$ cat config.mk
export PLATFORM = sky130hd
export DESIGN_NAME = dcc_ctrl
export DESIGN_NICKNAME = d
export VERILOG_FILES = /design/src/dcc_pkg.sv /design/src/dcc_ctrl.sv
export SDC_FILE = /design/constraint.sdc
export NUM_CORES = 1
export LEC_CHECK = 0
export BUFFER_PORTS_ARGS = -buffer_cell sky130_fd_sc_hd__buf_2
export CAP_MARGIN = 40
export CORE_ASPECT_RATIO = 1.2
export CORE_UTILIZATION = 25
export DETAILED_ROUTE_END_ITERATION = 12
export SETUP_SLACK_MARGIN = 0.5
export SLEW_MARGIN = 25
export SYNTH_ARGS = -nofsm -noshare
export SYNTH_HDL_FRONTEND = slang
export SYNTH_SLANG_ARGS = --single-unit
$ cat constraint.sdc
create_clock -name sys_clk -period 4 [get_ports sys_clk]
set_clock_uncertainty 0.1 [all_clocks]
set_input_delay 1.2 -clock sys_clk [delete_from_list [all_inputs] [get_ports sys_clk]]
set_output_delay 1.2 -clock sys_clk [all_outputs]
set_load 0.005 [all_outputs]
$ cat src/dcc_pkg.sv
// Constants and carrier types for the disconnector command control block
// Overview of operation
// - Local panel commands accepted only while local permission is asserted.
// - Remote or web commands accepted only while remote permission is asserted.
// - Local and remote paths are permitted independently by their own inputs.
// - Open commands execute only while open interlock enable is asserted; the code also executes them when skip_check is set and forced_check is off.
// - Close commands execute only while close interlock enable is asserted; the code also executes them when skip_check is set and forced_check is off.
// - Operation block input refuses switching in either direction.
// - Accepted commands are checked, driven out, and position status reported.
// - Control model is direct normal, direct enhanced or SBO; default direct normal.
// - Forced check on by default performs checks despite skip attribute.
// - Enhanced models flag invalid position if no change within max operating time.
// - Command pulses last configured duration, 100 to 60000 ms, default 1000.
// - Pulse ends early on confirmed switching, but never before 1000 ms.
// - Wait intermediate time for valid position, then report intermediate.
// - SBO operate must follow selection within timeout or nothing is done.
// - Processed position status is offered to display and supervisory system.
// - Position code: 0 intermediate, 1 open, 2 closed, 3 bad.
// - A 150 ms operation pulse is emitted each time the disconnector operates.
// - Operation counter increments per operation pulse; reset request clears it.
// - Command needs matching permission and direction enable at the same moment.
package dcc_pkg;

  // ---------------------------------------------------------------
  // Timing
  // ---------------------------------------------------------------
  localparam int CLK_MHZ         = 250;
  localparam int TICK_NS         = 1000000;
  localparam int TICK_CYCLES     = TICK_NS * CLK_MHZ / 1000;
  localparam int TW              = 16;
  localparam int MIN_PULSE_MS    = 1000;
  localparam int OPER_PULSE_MS   = 150;
  localparam int DEF_MAX_OPER_MS = 10000;
  localparam int DEF_PULSE_MS    = 1000;
  localparam int DEF_MAX_INTER_MS = 10000;
  localparam int DEF_SBO_MS      = 5000;
  localparam int CNT_W           = 32;

  // ---------------------------------------------------------------
  // Encodings
  // ---------------------------------------------------------------
  typedef enum logic [1:0] {
    DCC_DIRECT_NORMAL   = 2'h0,
    DCC_DIRECT_ENHANCED = 2'h1,
    DCC_SBO_ENHANCED    = 2'h2
  } dcc_model_t;

  localparam logic [1:0] POS_INTER  = 2'h0;
  localparam logic [1:0] POS_OPEN   = 2'h1;
  localparam logic [1:0] POS_CLOSED = 2'h2;
  localparam logic [1:0] POS_BAD    = 2'h3;

  typedef enum logic [3:0] {
    DCC_IDLE     = 4'h1,
    DCC_SELECTED = 4'h2,
    DCC_PULSE    = 4'h4,
    DCC_WAIT     = 4'h8
  } dcc_state_t;

  // Command request from one source
  typedef struct packed {
    logic select;     // SBO selection strobe
    logic operate;    // Operate strobe
    logic close_dir;  // 1 close, 0 open
    logic skip_check; // Check attribute asks to skip checks
  } dcc_req_t;

  // Timing settings in ms
  typedef struct packed {
    logic [TW-1:0] max_oper_ms;
    logic [TW-1:0] pulse_ms;
    logic [TW-1:0] max_inter_ms;
    logic [TW-1:0] sbo_ms;
  } dcc_cfg_t;

endpackage : dcc_pkg

$ cat src/dcc_ctrl.sv
// Disconnector command control: checks, timed pulses, position supervision
module dcc_ctrl
  import dcc_pkg::*;
#(
  parameter int TICK_DIV = TICK_CYCLES
) (
  input  wire logic             sys_clk,
  input  wire logic             rst_b,
  input  wire dcc_req_t         local_req,
  input  wire dcc_req_t         remote_req,
  input  wire logic             local_permission_in,
  input  wire logic             remote_permission_in,
  input  wire logic             open_interlock_enable,
  input  wire logic             close_interlock_enable,
  input  wire logic             operation_block,
  input  wire logic             position_open_in,
  input  wire logic             position_closed_in,
  input  wire dcc_model_t       control_model,
  input  wire logic             forced_check,
  input  wire dcc_cfg_t         cfg,
  input  wire logic             counter_clear,
  output logic                  open_pulse_out,
  output logic                  close_pulse_out,
  output logic                  oper_pulse_out,
  output logic [1:0]            position_status,
  output logic                  opened_out,
  output logic                  closed_out,
  output logic                  cmd_refused,
  output logic                  invalid_position,
  output logic [CNT_W-1:0]      oper_count
);

  // ---------------------------------------------------------------
  // Millisecond tick
  // ---------------------------------------------------------------
  logic [31:0] div_reg, div_next;
  logic        tick_reg, tick_next;

  always_comb begin
    tick_next = 1'b0;
    div_next  = div_reg + 32'h1;
    if (div_reg >= 32'(TICK_DIV - 1)) begin
      div_next  = 32'h0;
      tick_next = 1'b1;
    end
  end

  always_ff @(posedge sys_clk) begin
    if (!rst_b) begin
      div_reg  <= 32'h0;
      tick_reg <= 1'b0;
    end else begin
      div_reg  <= div_next;
      tick_reg <= tick_next;
    end
  end

  // ---------------------------------------------------------------
  // Position processing
  // ---------------------------------------------------------------
  logic [1:0]    raw_pos;
  logic [1:0]    pos_reg, pos_next;
  logic [TW-1:0] inter_ms_reg, inter_ms_next;
  logic          opened_reg, opened_next;
  logic          closed_reg, closed_next;
  logic          oper_reg, oper_next;
  logic [TW-1:0] oper_ms_reg, oper_ms_next;
  logic [CNT_W-1:0] cnt_reg, cnt_next;
  logic [1:0]    last_reg, last_next;

  assign raw_pos = {position_closed_in, position_open_in};

  always_comb begin
    pos_next      = pos_reg;
    inter_ms_next = inter_ms_reg;
    opened_next   = opened_reg;
    closed_next   = closed_reg;
    oper_next     = oper_reg;
    oper_ms_next  = oper_ms_reg;
    cnt_next      = cnt_reg;
    last_next     = last_reg;
    if (raw_pos == POS_INTER) begin
      // Travel is hidden until the intermediate wait expires
      if (tick_reg && inter_ms_reg != {TW{1'b1}})
        inter_ms_next = inter_ms_reg + 1'b1;
      if (inter_ms_reg >= cfg.max_inter_ms)
        pos_next = POS_INTER;
    end else begin
      inter_ms_next = '0;
      pos_next      = raw_pos;
    end
    opened_next = (pos_next == POS_OPEN);
    closed_next = (pos_next == POS_CLOSED);
    if (oper_reg && tick_reg) begin
      oper_ms_next = oper_ms_reg + 1'b1;
      if (oper_ms_reg >= TW'(OPER_PULSE_MS - 1))
        oper_next = 1'b0;
    end
    // Compare with last settled end, so a reported travel still counts
    if ((pos_next == POS_OPEN || pos_next == POS_CLOSED) &&
        (last_reg == POS_OPEN || last_reg == POS_CLOSED) &&
        pos_next != last_reg) begin
      oper_next    = 1'b1;
      oper_ms_next = '0;
    end
    if (pos_next == POS_OPEN || pos_next == POS_CLOSED)
      last_next = pos_next;
    if (oper_next && !oper_reg)
      cnt_next = cnt_reg + 1'b1;
    else if (counter_clear)
      cnt_next = '0;
  end

  always_ff @(posedge sys_clk) begin
    if (!rst_b) begin
      pos_reg      <= POS_INTER;
      inter_ms_reg <= '0;
      opened_reg   <= 1'b0;
      closed_reg   <= 1'b0;
      oper_reg     <= 1'b0;
      oper_ms_reg  <= '0;
      cnt_reg      <= '0;
      last_reg     <= POS_INTER;
    end else begin
      pos_reg      <= pos_next;
      inter_ms_reg <= inter_ms_next;
      opened_reg   <= opened_next;
      closed_reg   <= closed_next;
      oper_reg     <= oper_next;
      oper_ms_reg  <= oper_ms_next;
      cnt_reg      <= cnt_next;
      last_reg     <= last_next;
    end
  end

  // ---------------------------------------------------------------
  // Command acceptance and sequencing
  // ---------------------------------------------------------------
  dcc_state_t    st_reg, st_next;
  logic          dir_reg, dir_next;
  logic [TW-1:0] ms_reg, ms_next;
  logic          open_reg, open_next;
  logic          close_reg, close_next;
  logic          refuse_reg, refuse_next;
  logic          inval_reg, inval_next;

  dcc_req_t req;
  logic     src_ok, dir_ok, chk_ok, done, enh;

  always_comb begin
    // Local wins when both sources strobe together
    req = '0;
    src_ok = 1'b0;
    if (local_req.select || local_req.operate) begin
      req    = local_req;
      src_ok = local_permission_in;
    end else if (remote_req.select || remote_req.operate) begin
      req    = remote_req;
      src_ok = remote_permission_in;
    end
    dir_ok = req.close_dir ? close_interlock_enable
                           : open_interlock_enable;
    // Skip honoured only when forced check is off; block always applies
    chk_ok = src_ok && !operation_block &&
             (dir_ok || (req.skip_check && !forced_check));
    done = dir_reg ? (raw_pos == POS_CLOSED) : (raw_pos == POS_OPEN);
    enh  = (control_model != DCC_DIRECT_NORMAL);
  end

  always_comb begin
    st_next     = st_reg;
    dir_next    = dir_reg;
    ms_next     = ms_reg;
    open_next   = 1'b0;
    close_next  = 1'b0;
    refuse_next = 1'b0;
    inval_next  = 1'b0;
    if (tick_reg && ms_reg != {TW{1'b1}})
      ms_next = ms_reg + 1'b1;
    unique case (st_reg)
      DCC_IDLE: begin
        if (req.select && control_model == DCC_SBO_ENHANCED) begin
          if (chk_ok) begin
            st_next  = DCC_SELECTED;
            dir_next = req.close_dir;
            ms_next  = '0;
          end else
            refuse_next = 1'b1;
        end else if (req.operate) begin
          // Operate without selection is refused in SBO
          if (chk_ok && control_model != DCC_SBO_ENHANCED) begin
            st_next  = DCC_PULSE;
            dir_next = req.close_dir;
            ms_next  = '0;
          end else
            refuse_next = 1'b1;
        end
      end
      DCC_SELECTED: begin
        if (ms_reg >= cfg.sbo_ms)
          st_next = DCC_IDLE;
        else if (req.operate) begin
          if (chk_ok && req.close_dir == dir_reg) begin
            st_next = DCC_PULSE;
            ms_next = '0;
          end else begin
            st_next     = DCC_IDLE;
            refuse_next = 1'b1;
          end
        end
      end
      DCC_PULSE: begin
        // Confirmed switching ends the pulse, not before the minimum
        if (ms_reg >= cfg.pulse_ms ||
            (done && ms_reg >= TW'(MIN_PULSE_MS))) begin
          st_next = DCC_WAIT;
        end else begin
          open_next  = !dir_reg;
          close_next = dir_reg;
        end
      end
      DCC_WAIT: begin
        if (done || !enh)
          st_next = DCC_IDLE;
        else if (ms_reg >= cfg.max_oper_ms) begin
          st_next    = DCC_IDLE;
          inval_next = 1'b1;
        end
      end
      default: st_next = DCC_IDLE;
    endcase
  end

  always_ff @(posedge sys_clk) begin
    if (!rst_b) begin
      st_reg     <= DCC_IDLE;
      dir_reg    <= 1'b0;
      ms_reg     <= '0;
      open_reg   <= 1'b0;
      close_reg  <= 1'b0;
      refuse_reg <= 1'b0;
      inval_reg  <= 1'b0;
    end else begin
      st_reg     <= st_next;
      dir_reg    <= dir_next;
      ms_reg     <= ms_next;
      open_reg   <= open_next;
      close_reg  <= close_next;
      refuse_reg <= refuse_next;
      inval_reg  <= inval_next;
    end
  end

  assign open_pulse_out   = open_reg;
  assign close_pulse_out  = close_reg;
  assign oper_pulse_out   = oper_reg;
  assign position_status  = pos_reg;
  assign opened_out       = opened_reg;
  assign closed_out       = closed_reg;
  assign cmd_refused      = refuse_reg;
  assign invalid_position = inval_reg;
  assign oper_count       = cnt_reg;
endmodule : dcc_ctrl

After elaboration in Yosys (flattened, before gate mapping)
Cells that the tools add are included.
{"block": "op_classes", "addsub": 5, "eq_ne": 23, "bitwise": 3, "order_cmp": 7, "mux": 47, "n_reduce_logical": 37}
{"op": "$mux 16", "count": 8}
{"op": "$add 32x1->32 const B", "count": 2}
{"op": "$ge 16x16->1", "count": 4}
{"op": "$mux 32", "count": 2}
{"op": "$add 16x1->16 const B", "count": 3}
{"op": "$mux 4", "count": 11}
{"op": "$ge 32x18->1 const B", "count": 1}
{"op": "$ne 16x16->1 const B", "count": 2}
{"op": "$pmux 16 s2", "count": 1}
{"op": "$mux 1", "count": 20}
{"op": "$ge 16x10->1 const B", "count": 1}
{"op": "$ge 16x8->1 const B", "count": 1}
{"op": "$pmux 4 s4", "count": 1}
{"op": "$ne 3x3->1 const B", "count": 5}
{"op": "$logic_and 1x1->1", "count": 13}
{"op": "$eq 2x2->1 const B", "count": 4}
{"op": "$reduce_bool 2->1", "count": 4}
{"op": "$logic_or 1x1->1", "count": 7}
{"op": "$eq 2x1->1 const B", "count": 3}
{"op": "$ne 2x2->1 const B", "count": 3}
{"op": "$reduce_and 6->1", "count": 1}
{"op": "$reduce_or 3->1", "count": 2}
{"op": "$logic_not 1->1", "count": 5}
{"op": "$eq 4x1->1 const B", "count": 1}
{"op": "other kinds (13)", "count": 17}
{"block": "totals", "elab_cells": 139, "output_inout_bits": 41, "ff_bits": 129, "input_bits": 85}

Logic depth before layout (Yosys ltp)
Gate-level depths: netlist of the first run.
{"block": "logic_depth", "word_depth": 11, "mapped_depth": 16}

Worst setup path after synthesis of the first run
OpenSTA, ideal clock, no wires.
{"block": "synth_timing", "path_kind": "input port to flip-flop", "start": "input port cfg[16] in the netlist's numbering", "end": "register cnt_reg[29], in the netlist oper_count[29]", "setup_ps": 122, "cell_stages": 13, "t_required_ps": 3778, "setup_slack_ps": -29, "path_buffers": 2, "arrival_ps": 3807, "path_cell_list": "ha_1 -> nand2b_1 -> a2111oi_0 -> nand4b_1 -> nand3_1 -> o21ba_2 -> inv_1 -> ha_1 -> clkbuf_1 -> nor3_1 -> a221oi_2 -> buf_2 -> a221o_1"}
{"block": "synth_between", "elab_chain_len": 10}
{"element": "start: declaration", "line_no": "dcc_ctrl.sv:20", "rtl": "input wire dcc_cfg_t cfg,"}
{"element": "$ge 16x16->1 (*)", "line_no": "dcc_ctrl.sv:86", "rtl": "if (inter_ms_reg >= cfg.max_inter_ms)"}
{"element": "$mux 2 (*)", "line_no": "dcc_ctrl.sv:86"}
{"element": "$mux 2 (*)", "line_no": "dcc_ctrl.sv:82", "rtl": "if (raw_pos == POS_INTER) begin"}
{"element": "named net pos_next[1]", "line_no": "dcc_ctrl.sv:62", "rtl": "logic [1:0] pos_reg, pos_next;"}
{"element": "$eq 2x1->1 or $eq 2x2->1 (tied branches)", "line_no": "dcc_ctrl.sv:100", "rtl": "if ((pos_next == POS_OPEN || pos_next == POS_CLOSED) &&"}
{"element": "$logic_or 1x1->1", "line_no": "dcc_ctrl.sv:100"}
{"element": "$logic_and 1x1->1", "line_no": "dcc_ctrl.sv:100"}
{"element": "$logic_and 1x1->1 (*)", "line_no": "dcc_ctrl.sv:101", "rtl": "(last_reg == POS_OPEN || last_reg == POS_CLOSED) &&"}
{"element": "$mux 1 (*)", "line_no": "dcc_ctrl.sv:100"}
{"element": "$logic_and 1x1->1 (*)", "line_no": "dcc_ctrl.sv:108", "rtl": "if (oper_next && !oper_reg)"}
{"element": "$mux 32 or $reduce_bool 2->1 (tied branches)"}
{"element": "end signal: assignment", "line_no": "dcc_ctrl.sv:131", "rtl": "cnt_reg <= cnt_next;"}
{"element": "end: declaration", "line_no": "dcc_ctrl.sv:68", "rtl": "logic [CNT_W-1:0] cnt_reg, cnt_next;"}
Mark *: on every way through the listed nets, which the timed path passes. The rest lies on a longest branch.
A chain may end at the register's enable or synchronous reset.

Worst setup path after layout of the first run
{"block": "layout_timing", "start": "input port cfg[25] in the netlist's numbering", "end": "register cnt_reg[12], in the netlist oper_count[12]"}
Same word-level chain as after synthesis.

==> results_tabular.tex, run 1 <==
\begin{tabular}{lr}
\hline
Metric & Value \\
\hline
\multicolumn{2}{l}{\textbf{Worst setup path}} \\
\quad Crit end category & register \\
\quad Data required time of the worst path & 4220 ps \\
\quad Most used cell along the critical path & o211ai\_1 \\
\quad Worst setup slack for register-to-register paths & 880 ps \\
\quad Type of the setup path with the least slack & in -> reg \\
\quad Data arrival time at the worst-slack endpoint & 3710 ps \\
\quad Element type at the critical path start & input pin \\
\quad Critical path buffers and inverters & 6 \\
\quad Library cell contributing the largest single delay on the critical path & ha\_1 \\
\quad Cell type group with the largest total delay on the critical path & compound AO/OA/AOI/OAI gates \\
\quad Critical-path cell list & buf\_2 -> inv\_1 -> ha\_1 -> a211oi\_2 -> o211ai\_1 -> o211ai\_1 -> buf\_4 -> nand3\_2 -> o21ba\_4 -> inv\_2 -> ha\_4 -> nor3\_4 -> a221oi\_4 -> buf\_6 -> buf\_8 -> o21bai\_1 -> a21o\_1 \\
\quad Crit-path max FO & 8 \\
\quad Biggest cell delay along the critical path & 330 ps \\
\multicolumn{2}{l}{\textbf{Run status}} \\
\quad Outcome & finished, final reports clean \\
\multicolumn{2}{l}{\textbf{Route}} \\
\quad Detailed-route wire length on metal 1 & 8640 um \\
\quad Met2 WL & 8460 um \\
\quad Drt via density & 4.61 \\
\quad Wire length on met3 & 696 um \\
\quad Aggregate routed wire length & 18,100 um \\
\quad Number of DRC violations after detailed routing & 0 \\
\quad Detailed-route wire length per cell & 12.4 um \\
\quad 1st-iter DRT viols & 291 \\
\quad Antenna-violating nets left & 0 \\
\quad First-pass detailed-route iteration total & 4 \\
\quad DR vias & 6,709 \\
\quad Uppermost routed layer & met4 \\
\multicolumn{2}{l}{\textbf{Die}} \\
\quad Row cnt & 68 \\
\quad Effective utilization at floorplan & 25.6\% \\
\quad Count of pins on the block boundary & 126 \\
\quad Area of the core & 29,000 sq um \\
\quad Total Die Area & 30,500 sq um \\
\quad Die Wd & 159 um \\
\quad Die height & 191 um \\
\multicolumn{2}{l}{\textbf{Timing}} \\
\quad Setup slack of the critical path after layout & 509 ps \\
\quad Peak Freq & 0.286 GHz \\
\quad Final number of hold-violating endpoints & 0 \\
\quad Post-route clock period utilization & 87.3\% \\
\quad Setup repair after global routing missed its margin & true \\
\quad Aggregate negative setup slack & 0 ps \\
\quad Worst Max-Slew Pin Slew & 669 ps \\
\quad Worst-case headroom to the max-slew limit & 55.2\% \\
\quad Worst hold margin & 361 ps \\
\quad Final number of max-transition violations & 0 \\
\quad Time the final worst path needs with I/O delays and setup & 3490 ps \\
\quad Finish-stage setup viols & 0 \\
\multicolumn{2}{l}{\textbf{Logic synthesis}} \\
\quad Commonest register cell after synthesis & dfxtp\_1 \\
\quad Most area-hungry cell type in the Yosys netlist & dfxtp\_1 \\
\quad Share of flip-flops with an asynchronous set or reset & 0\% \\
\quad Number of unique standard cell types used by synthesis & 69 \\
\quad Post-Synthesis Cell Area & 7440 sq um \\
\quad Post-Syn Area per Cell & 8.29 sq um \\
\quad Post-synth EDFFs & 0 \\
\quad Most area-consuming cells after synthesis & dfxtp\_1, ha\_1, nor2\_1 \\
\quad Sequential fraction of the synthesis area & 34.7\% \\
\quad Yosys top cell area share & 34.7\% \\
\quad Synth warnings & 0 \\
\quad Most frequent cells after synthesis & dfxtp\_1, nor2\_1, inv\_1, nand2\_1, ha\_1 \\
\quad Number of synthesized register bits & 129 \\
\quad Synth Instances & 897 \\
\quad Dominant cell by count in the synthesized netlist & dfxtp\_1 \\
\multicolumn{2}{l}{\textbf{Final layout}} \\
\quad Share of post-route cells with drive strength above 1 & 21.8\% \\
\quad Number of nets in the finished design & 1,216 \\
\quad Design Area, Final & 9640 sq um \\
\quad Area overhead of the layout relative to synthesis & 29.5\% \\
\quad Antenna cell count & 0 \\
\quad \# fillers & 3,032 \\
\multicolumn{2}{l}{\textbf{GRT}} \\
\quad GRT Util Overall & 12.3\% \\
\quad Total overflow reported by the global router & 0 \\
\quad Largest net degree at the start of global routing & 27 \\
\quad Via count of the first global-routing pass & 6,324 \\
\quad Antenna violations before repair & 0 \\
\quad Global-route wire length before repair & 30,400 um \\
\multicolumn{2}{l}{\textbf{Placed design}} \\
\quad Worst setup slack after placement & -61.5 ps \\
\quad Final HPWL from detailed placement & 13,700 um \\
\quad RD Place Congestion & 0.788 \\
\quad Number of I/O port buffers & 125 \\
\quad Placed Instance Area & 8770 sq um \\
\multicolumn{2}{l}{\textbf{Pwr}} \\
\quad Peak supply drop & 0.305 mV \\
\quad Pwr Total & 3.38 mW \\
\quad Power density over the cells & 351 nW/um\^{}2 \\
\quad Static Leak & 4.16 nW \\
\multicolumn{2}{l}{\textbf{Clock network}} \\
\quad Number of clock sinks & 129 \\
\quad Maximum level of the CTS H-tree & 4 \\
\quad Deepest clock path buffer count & 2 \\
\quad Clock tree from TritonCTS & yes \\
\quad TritonCTS buffer count & 17 \\
\quad Library cell used as clock root buffer & clkbuf\_16 \\
\quad Clock insertion delay at the later pin of the skew report & 420 ps \\
\quad CTS clock-pin slew for the worst setup and hold paths & 60 ps \\
\multicolumn{2}{l}{\textbf{Hold path}} \\
\quad Worst hold path type & reg -> reg \\
\multicolumn{2}{l}{\textbf{Flow run}} \\
\quad Reported max-cap violation count & 0 \\
\hline
\end{tabular}
[through the flow]
step | instances | utilization [%]
2_1_floorplan | 910 | -
3_3_place_gp | 1413 | 30.2
3_5_place_dp | 1413 | 30.2
4_1_cts | 1452 | 32.9
5_1_grt | 1455 | 33.2
6_report | 1455 | 33.2
[layout by cell type, fill, tap and decap left out, types with 23 or more instances in the layout]
| cell type | Yosys | routed |
|---|---|---|
| a21oi_1 | 32 | 31 |
| buf_2 | 11 | 121 |
| dfxtp_1 | 129 | 129 |
| ha_1 | 74 | 68 |
| inv_1 | 81 | 76 |
| nand2_1 | 80 | 70 |
| nand3_1 | 49 | 40 |
| nand4_1 | 23 | 23 |
| nor2_1 | 104 | 104 |
| xnor2_1 | 32 | 32 |
| xor2_1 | 38 | 38 |
[cells by family (layout without fill, tap and decap cells)]
kind of cell | Yosys count | after routing | synth area share [%]
other cells | 1 | 14 | 0.0504
compound gates | 148 | 148 | 13.4
buf+inv | 101 | 261 | 5.33
simple gates | 370 | 370 | 25.3
fa+ha+maj | 74 | 74 | 12.4
xor+xnor | 70 | 70 | 8.24
flops | 129 | 129 | 34.7
mux | 4 | 4 | 0.555
[repair_timing]
action                     4_1_cts  5_1_grt
setup buffers                    5        3
gates cloned                     2        0
pin swaps                       11        7
gates resized for setup         16       24
hold buffers                     0        0
setup endpoints to repair       31       47
[cell type report]
| cell class | instances | area [sq um] | share of cell area, % |
|---|---|---|---|
| multi-input cells | 680 | 4760 | 49.4 |
| flip-flops and latches | 129 | 2580 | 26.8 |
| repair buffers | 148 | 890 | 9.23 |
| well taps | 385 | 482 | 5.00 |
| clock buffers | 20 | 457 | 4.74 |
| inverters | 81 | 304 | 3.16 |
| clock inverters | 12 | 159 | 1.65 |
[final timing paths]
path / end / from / cells after the start
worst min-delay path: div_reg[0] / div_reg[0] / 1
worst min register to register: div_reg[0] / div_reg[0] / 1
worst max register to register: oper_count[12] / inter_ms_reg[0] / 15
worst max-delay path: oper_count[12] / cfg[25] / 17
[power breakdown]
group	total [mW]	internal, mW	switching (mW)	leakage (nW)
clock	1.60	1.01	0.584	0.296
combinational	0.412	0.198	0.214	2.82
sequential	1.37	1.32	0.0451	1.05
[routing by layer]
metal  vias to the layer above  track usage, %
met5                         -               0
met4                         0            4.36
met3                        19            2.89
met2                       125            20.6
met1                      3109            15.3
li1                       3456               -
(Power assumes the default switching activity.)
==> run 2, diff against run 1 <==
PLACE_DENSITY_LB_ADDON = 0.15   (was unset)
==> results_tabular.tex, run 2 (synthesis gave the netlist of run 1 again) <==
\begin{tabular}{lr}
\hline
Metric & Value \\
\hline
\multicolumn{2}{l}{\textbf{Worst setup path}} \\
\quad Crit end category & register \\
\quad Endpoint of the worst register-to-register path & oper\_count[29] \\
\quad Most used cell along the critical path & ha\_4 \\
\quad Crit-path max FO & 12 \\
\quad Critical Path End & oper\_count[29] \\
\quad Crit path depth & 13 \\
\quad Library cell contributing the largest single delay on the critical path & a221o\_1 \\
\quad Element type at the critical path start & input pin \\
\quad Critical-path cell list & buf\_6 -> ha\_4 -> nand2b\_4 -> a2111oi\_4 -> nand4b\_1 -> nand3\_2 -> o21ba\_4 -> ha\_4 -> nor3\_4 -> a221oi\_4 -> buf\_4 -> clkbuf\_16 -> a221o\_1 \\
\quad Worst setup slack for register-to-register paths & 870 ps \\
\quad Cell type group with the largest total delay on the critical path & compound AO/OA/AOI/OAI gates \\
\quad Type of the setup path with the least slack & in -> reg \\
\quad Critical path buffers and inverters & 3 \\
\quad Data required time of the worst path & 4200 ps \\
\quad Number of cells on the worst reg-to-reg path & 13 \\
\quad Critical register-to-register path startpoint & inter\_ms\_reg[0] \\
\quad Startpoint of the worst setup timing path & cfg[16] \\
\quad Data arrival time at the worst-slack endpoint & 3710 ps \\
\quad Biggest cell delay along the critical path & 330 ps \\
\multicolumn{2}{l}{\textbf{Die}} \\
\quad Total Die Area & 30,500 sq um \\
\quad Die Wd & 159 um \\
\quad Row cnt & 68 \\
\quad Die height & 191 um \\
\quad Count of pins on the block boundary & 126 \\
\quad Effective utilization at floorplan & 25.6\% \\
\quad Area of the core & 29,000 sq um \\
\multicolumn{2}{l}{\textbf{Hold path}} \\
\quad Worst hold path type & reg -> reg \\
\multicolumn{2}{l}{\textbf{Final layout}} \\
\quad Design Area, Final & 9700 sq um \\
\quad Number of nets in the finished design & 1,217 \\
\quad Commonest non-fill, non-tap cell in the layout & dfxtp\_1 \\
\quad Leading cell types in the layout, fill and taps excluded & dfxtp\_1, buf\_2, nor2\_1 \\
\quad Area overhead of the layout relative to synthesis & 30.5\% \\
\quad Area occupied by registers & 2580 sq um \\
\quad \# fillers & 3,080 \\
\quad Multi-input combinational cell area & 4830 sq um \\
\quad Antenna cell count & 0 \\
\quad Share of post-route cells with drive strength above 1 & 22.1\% \\
\multicolumn{2}{l}{\textbf{Route}} \\
\quad 1st-iter DRT viols & 260 \\
\quad Drt via density & 4.49 \\
\quad Detailed-route wire length per cell & 13.4 um \\
\quad Number of DRC violations after detailed routing & 0 \\
\quad Antenna-violating nets left & 0 \\
\quad First-pass detailed-route iteration total & 4 \\
\quad DR vias & 6,542 \\
\quad Aggregate routed wire length & 19,500 um \\
\multicolumn{2}{l}{\textbf{Pwr}} \\
\quad Peak supply drop & 0.266 mV \\
\quad Pwr Total & 3.35 mW \\
\quad Static Leak & 4.20 nW \\
\quad Power density over the cells & 346 nW/um\^{}2 \\
\multicolumn{2}{l}{\textbf{Clock network}} \\
\quad CTS Hold Buffers Added & 0 \\
\quad Clock tree from TritonCTS & yes \\
\quad CTS clock-pin slew for the worst setup and hold paths & 60 ps \\
\quad Library cell used as clock root buffer & clkbuf\_16 \\
\quad Number of clock sinks & 129 \\
\quad Deepest clock path buffer count & 2 \\
\quad TritonCTS buffer count & 17 \\
\quad Clock insertion delay at the later pin of the skew report & 420 ps \\
\quad Maximum level of the CTS H-tree & 4 \\
\multicolumn{2}{l}{\textbf{Placed design}} \\
\quad Placed Instance Area & 8790 sq um \\
\quad Final HPWL from detailed placement & 14,400 um \\
\quad RD Place Congestion & 0.749 \\
\quad Number of I/O port buffers & 125 \\
\multicolumn{2}{l}{\textbf{GRT}} \\
\quad GRT Util Overall & 12.9\% \\
\quad Largest net degree at the start of global routing & 26 \\
\quad Total overflow reported by the global router & 0 \\
\quad Via count of the first global-routing pass & 6,385 \\
\quad Global-route wire length before repair & 31,700 um \\
\quad Antenna violations before repair & 1 \\
\multicolumn{2}{l}{\textbf{Run status}} \\
\quad Outcome & finished, final reports clean \\
\multicolumn{2}{l}{\textbf{Timing}} \\
\quad Final number of max-transition violations & 0 \\
\quad Post-route clock period utilization & 87.7\% \\
\quad Worst Max-Slew Pin Slew & 742 ps \\
\quad Setup repair after global routing missed its margin & true \\
\quad Peak Freq & 0.285 GHz \\
\quad Worst hold margin & 370 ps \\
\quad Finish-stage setup viols & 0 \\
\quad Final number of hold-violating endpoints & 0 \\
\quad Time the final worst path needs with I/O delays and setup & 3510 ps \\
\quad Worst-case headroom to the max-slew limit & 50.4\% \\
\multicolumn{2}{l}{\textbf{Flow run}} \\
\quad Reported max-cap violation count & 0 \\
\hline
\end{tabular}
-- run 2: report_power, final --
group / total (mW) / internal, mW / leakage (nW) / switching (mW)
logic: 0.429 / 0.205 / 2.87 / 0.223
registers: 1.37 / 1.32 / 1.05 / 0.0487
clock network: 1.55 / 0.927 / 0.278 / 0.628
-- run 2: what timing repair did --
item | in CTS | in global routing
gates resized for setup | 4 | 31
setup buffers | 1 | 6
pin swaps | 0 | 8
setup endpoints to repair | 31 | 31
gates cloned | 0 | 4
-- run 2: final cells by class --
| cell class | instances | share of cell area, % |
|---|---|---|
| multi-input combinational | 681 | 49.8 |
| sequential | 129 | 26.6 |
| timing repair buffer | 148 | 9.52 |
| tap | 385 | 4.96 |
| clock buffer | 18 | 4.42 |
| inverter | 81 | 3.13 |
| clock inverter | 14 | 1.59 |
-- run 2: stage by stage --
stage	instances	setup TNS, ps	utilization, %	worst slack [ps]
after detailed placement	1413	-3200	30.3	-188
after CTS	1446	0	32.4	497
final	1456	0	33.4	491
after global routing	1456	0	33.4	382
after floorplan	910	0	-	318
after global placement	1413	-4560	30.3	-223
-- run 2: metal layers --
layer / vias up / track usage [%] / part of all wire (%)
met2: 118 / 22.7 / 49
met3: 9 / 2.76 / 3.8
met1: 2960 / 15.9 / 47
met4: 0 / 3.70 / 0.86
li1: 3455 / - / -
met5: - / 0 / 0
-- run 2: how the worst min path moves through the flow --
stage                     start          end  slack (ps)  cells past startpoint
floorplan            div_reg[0]   div_reg[0]         330                      1
global placement     div_reg[0]   div_reg[0]         350                      1
detailed placement  div_reg[17]  div_reg[17]         360                      2
CTS                  div_reg[0]   div_reg[0]         370                      1
global route         div_reg[0]   div_reg[0]         400                      1
finish               div_reg[0]   div_reg[0]         370                      1
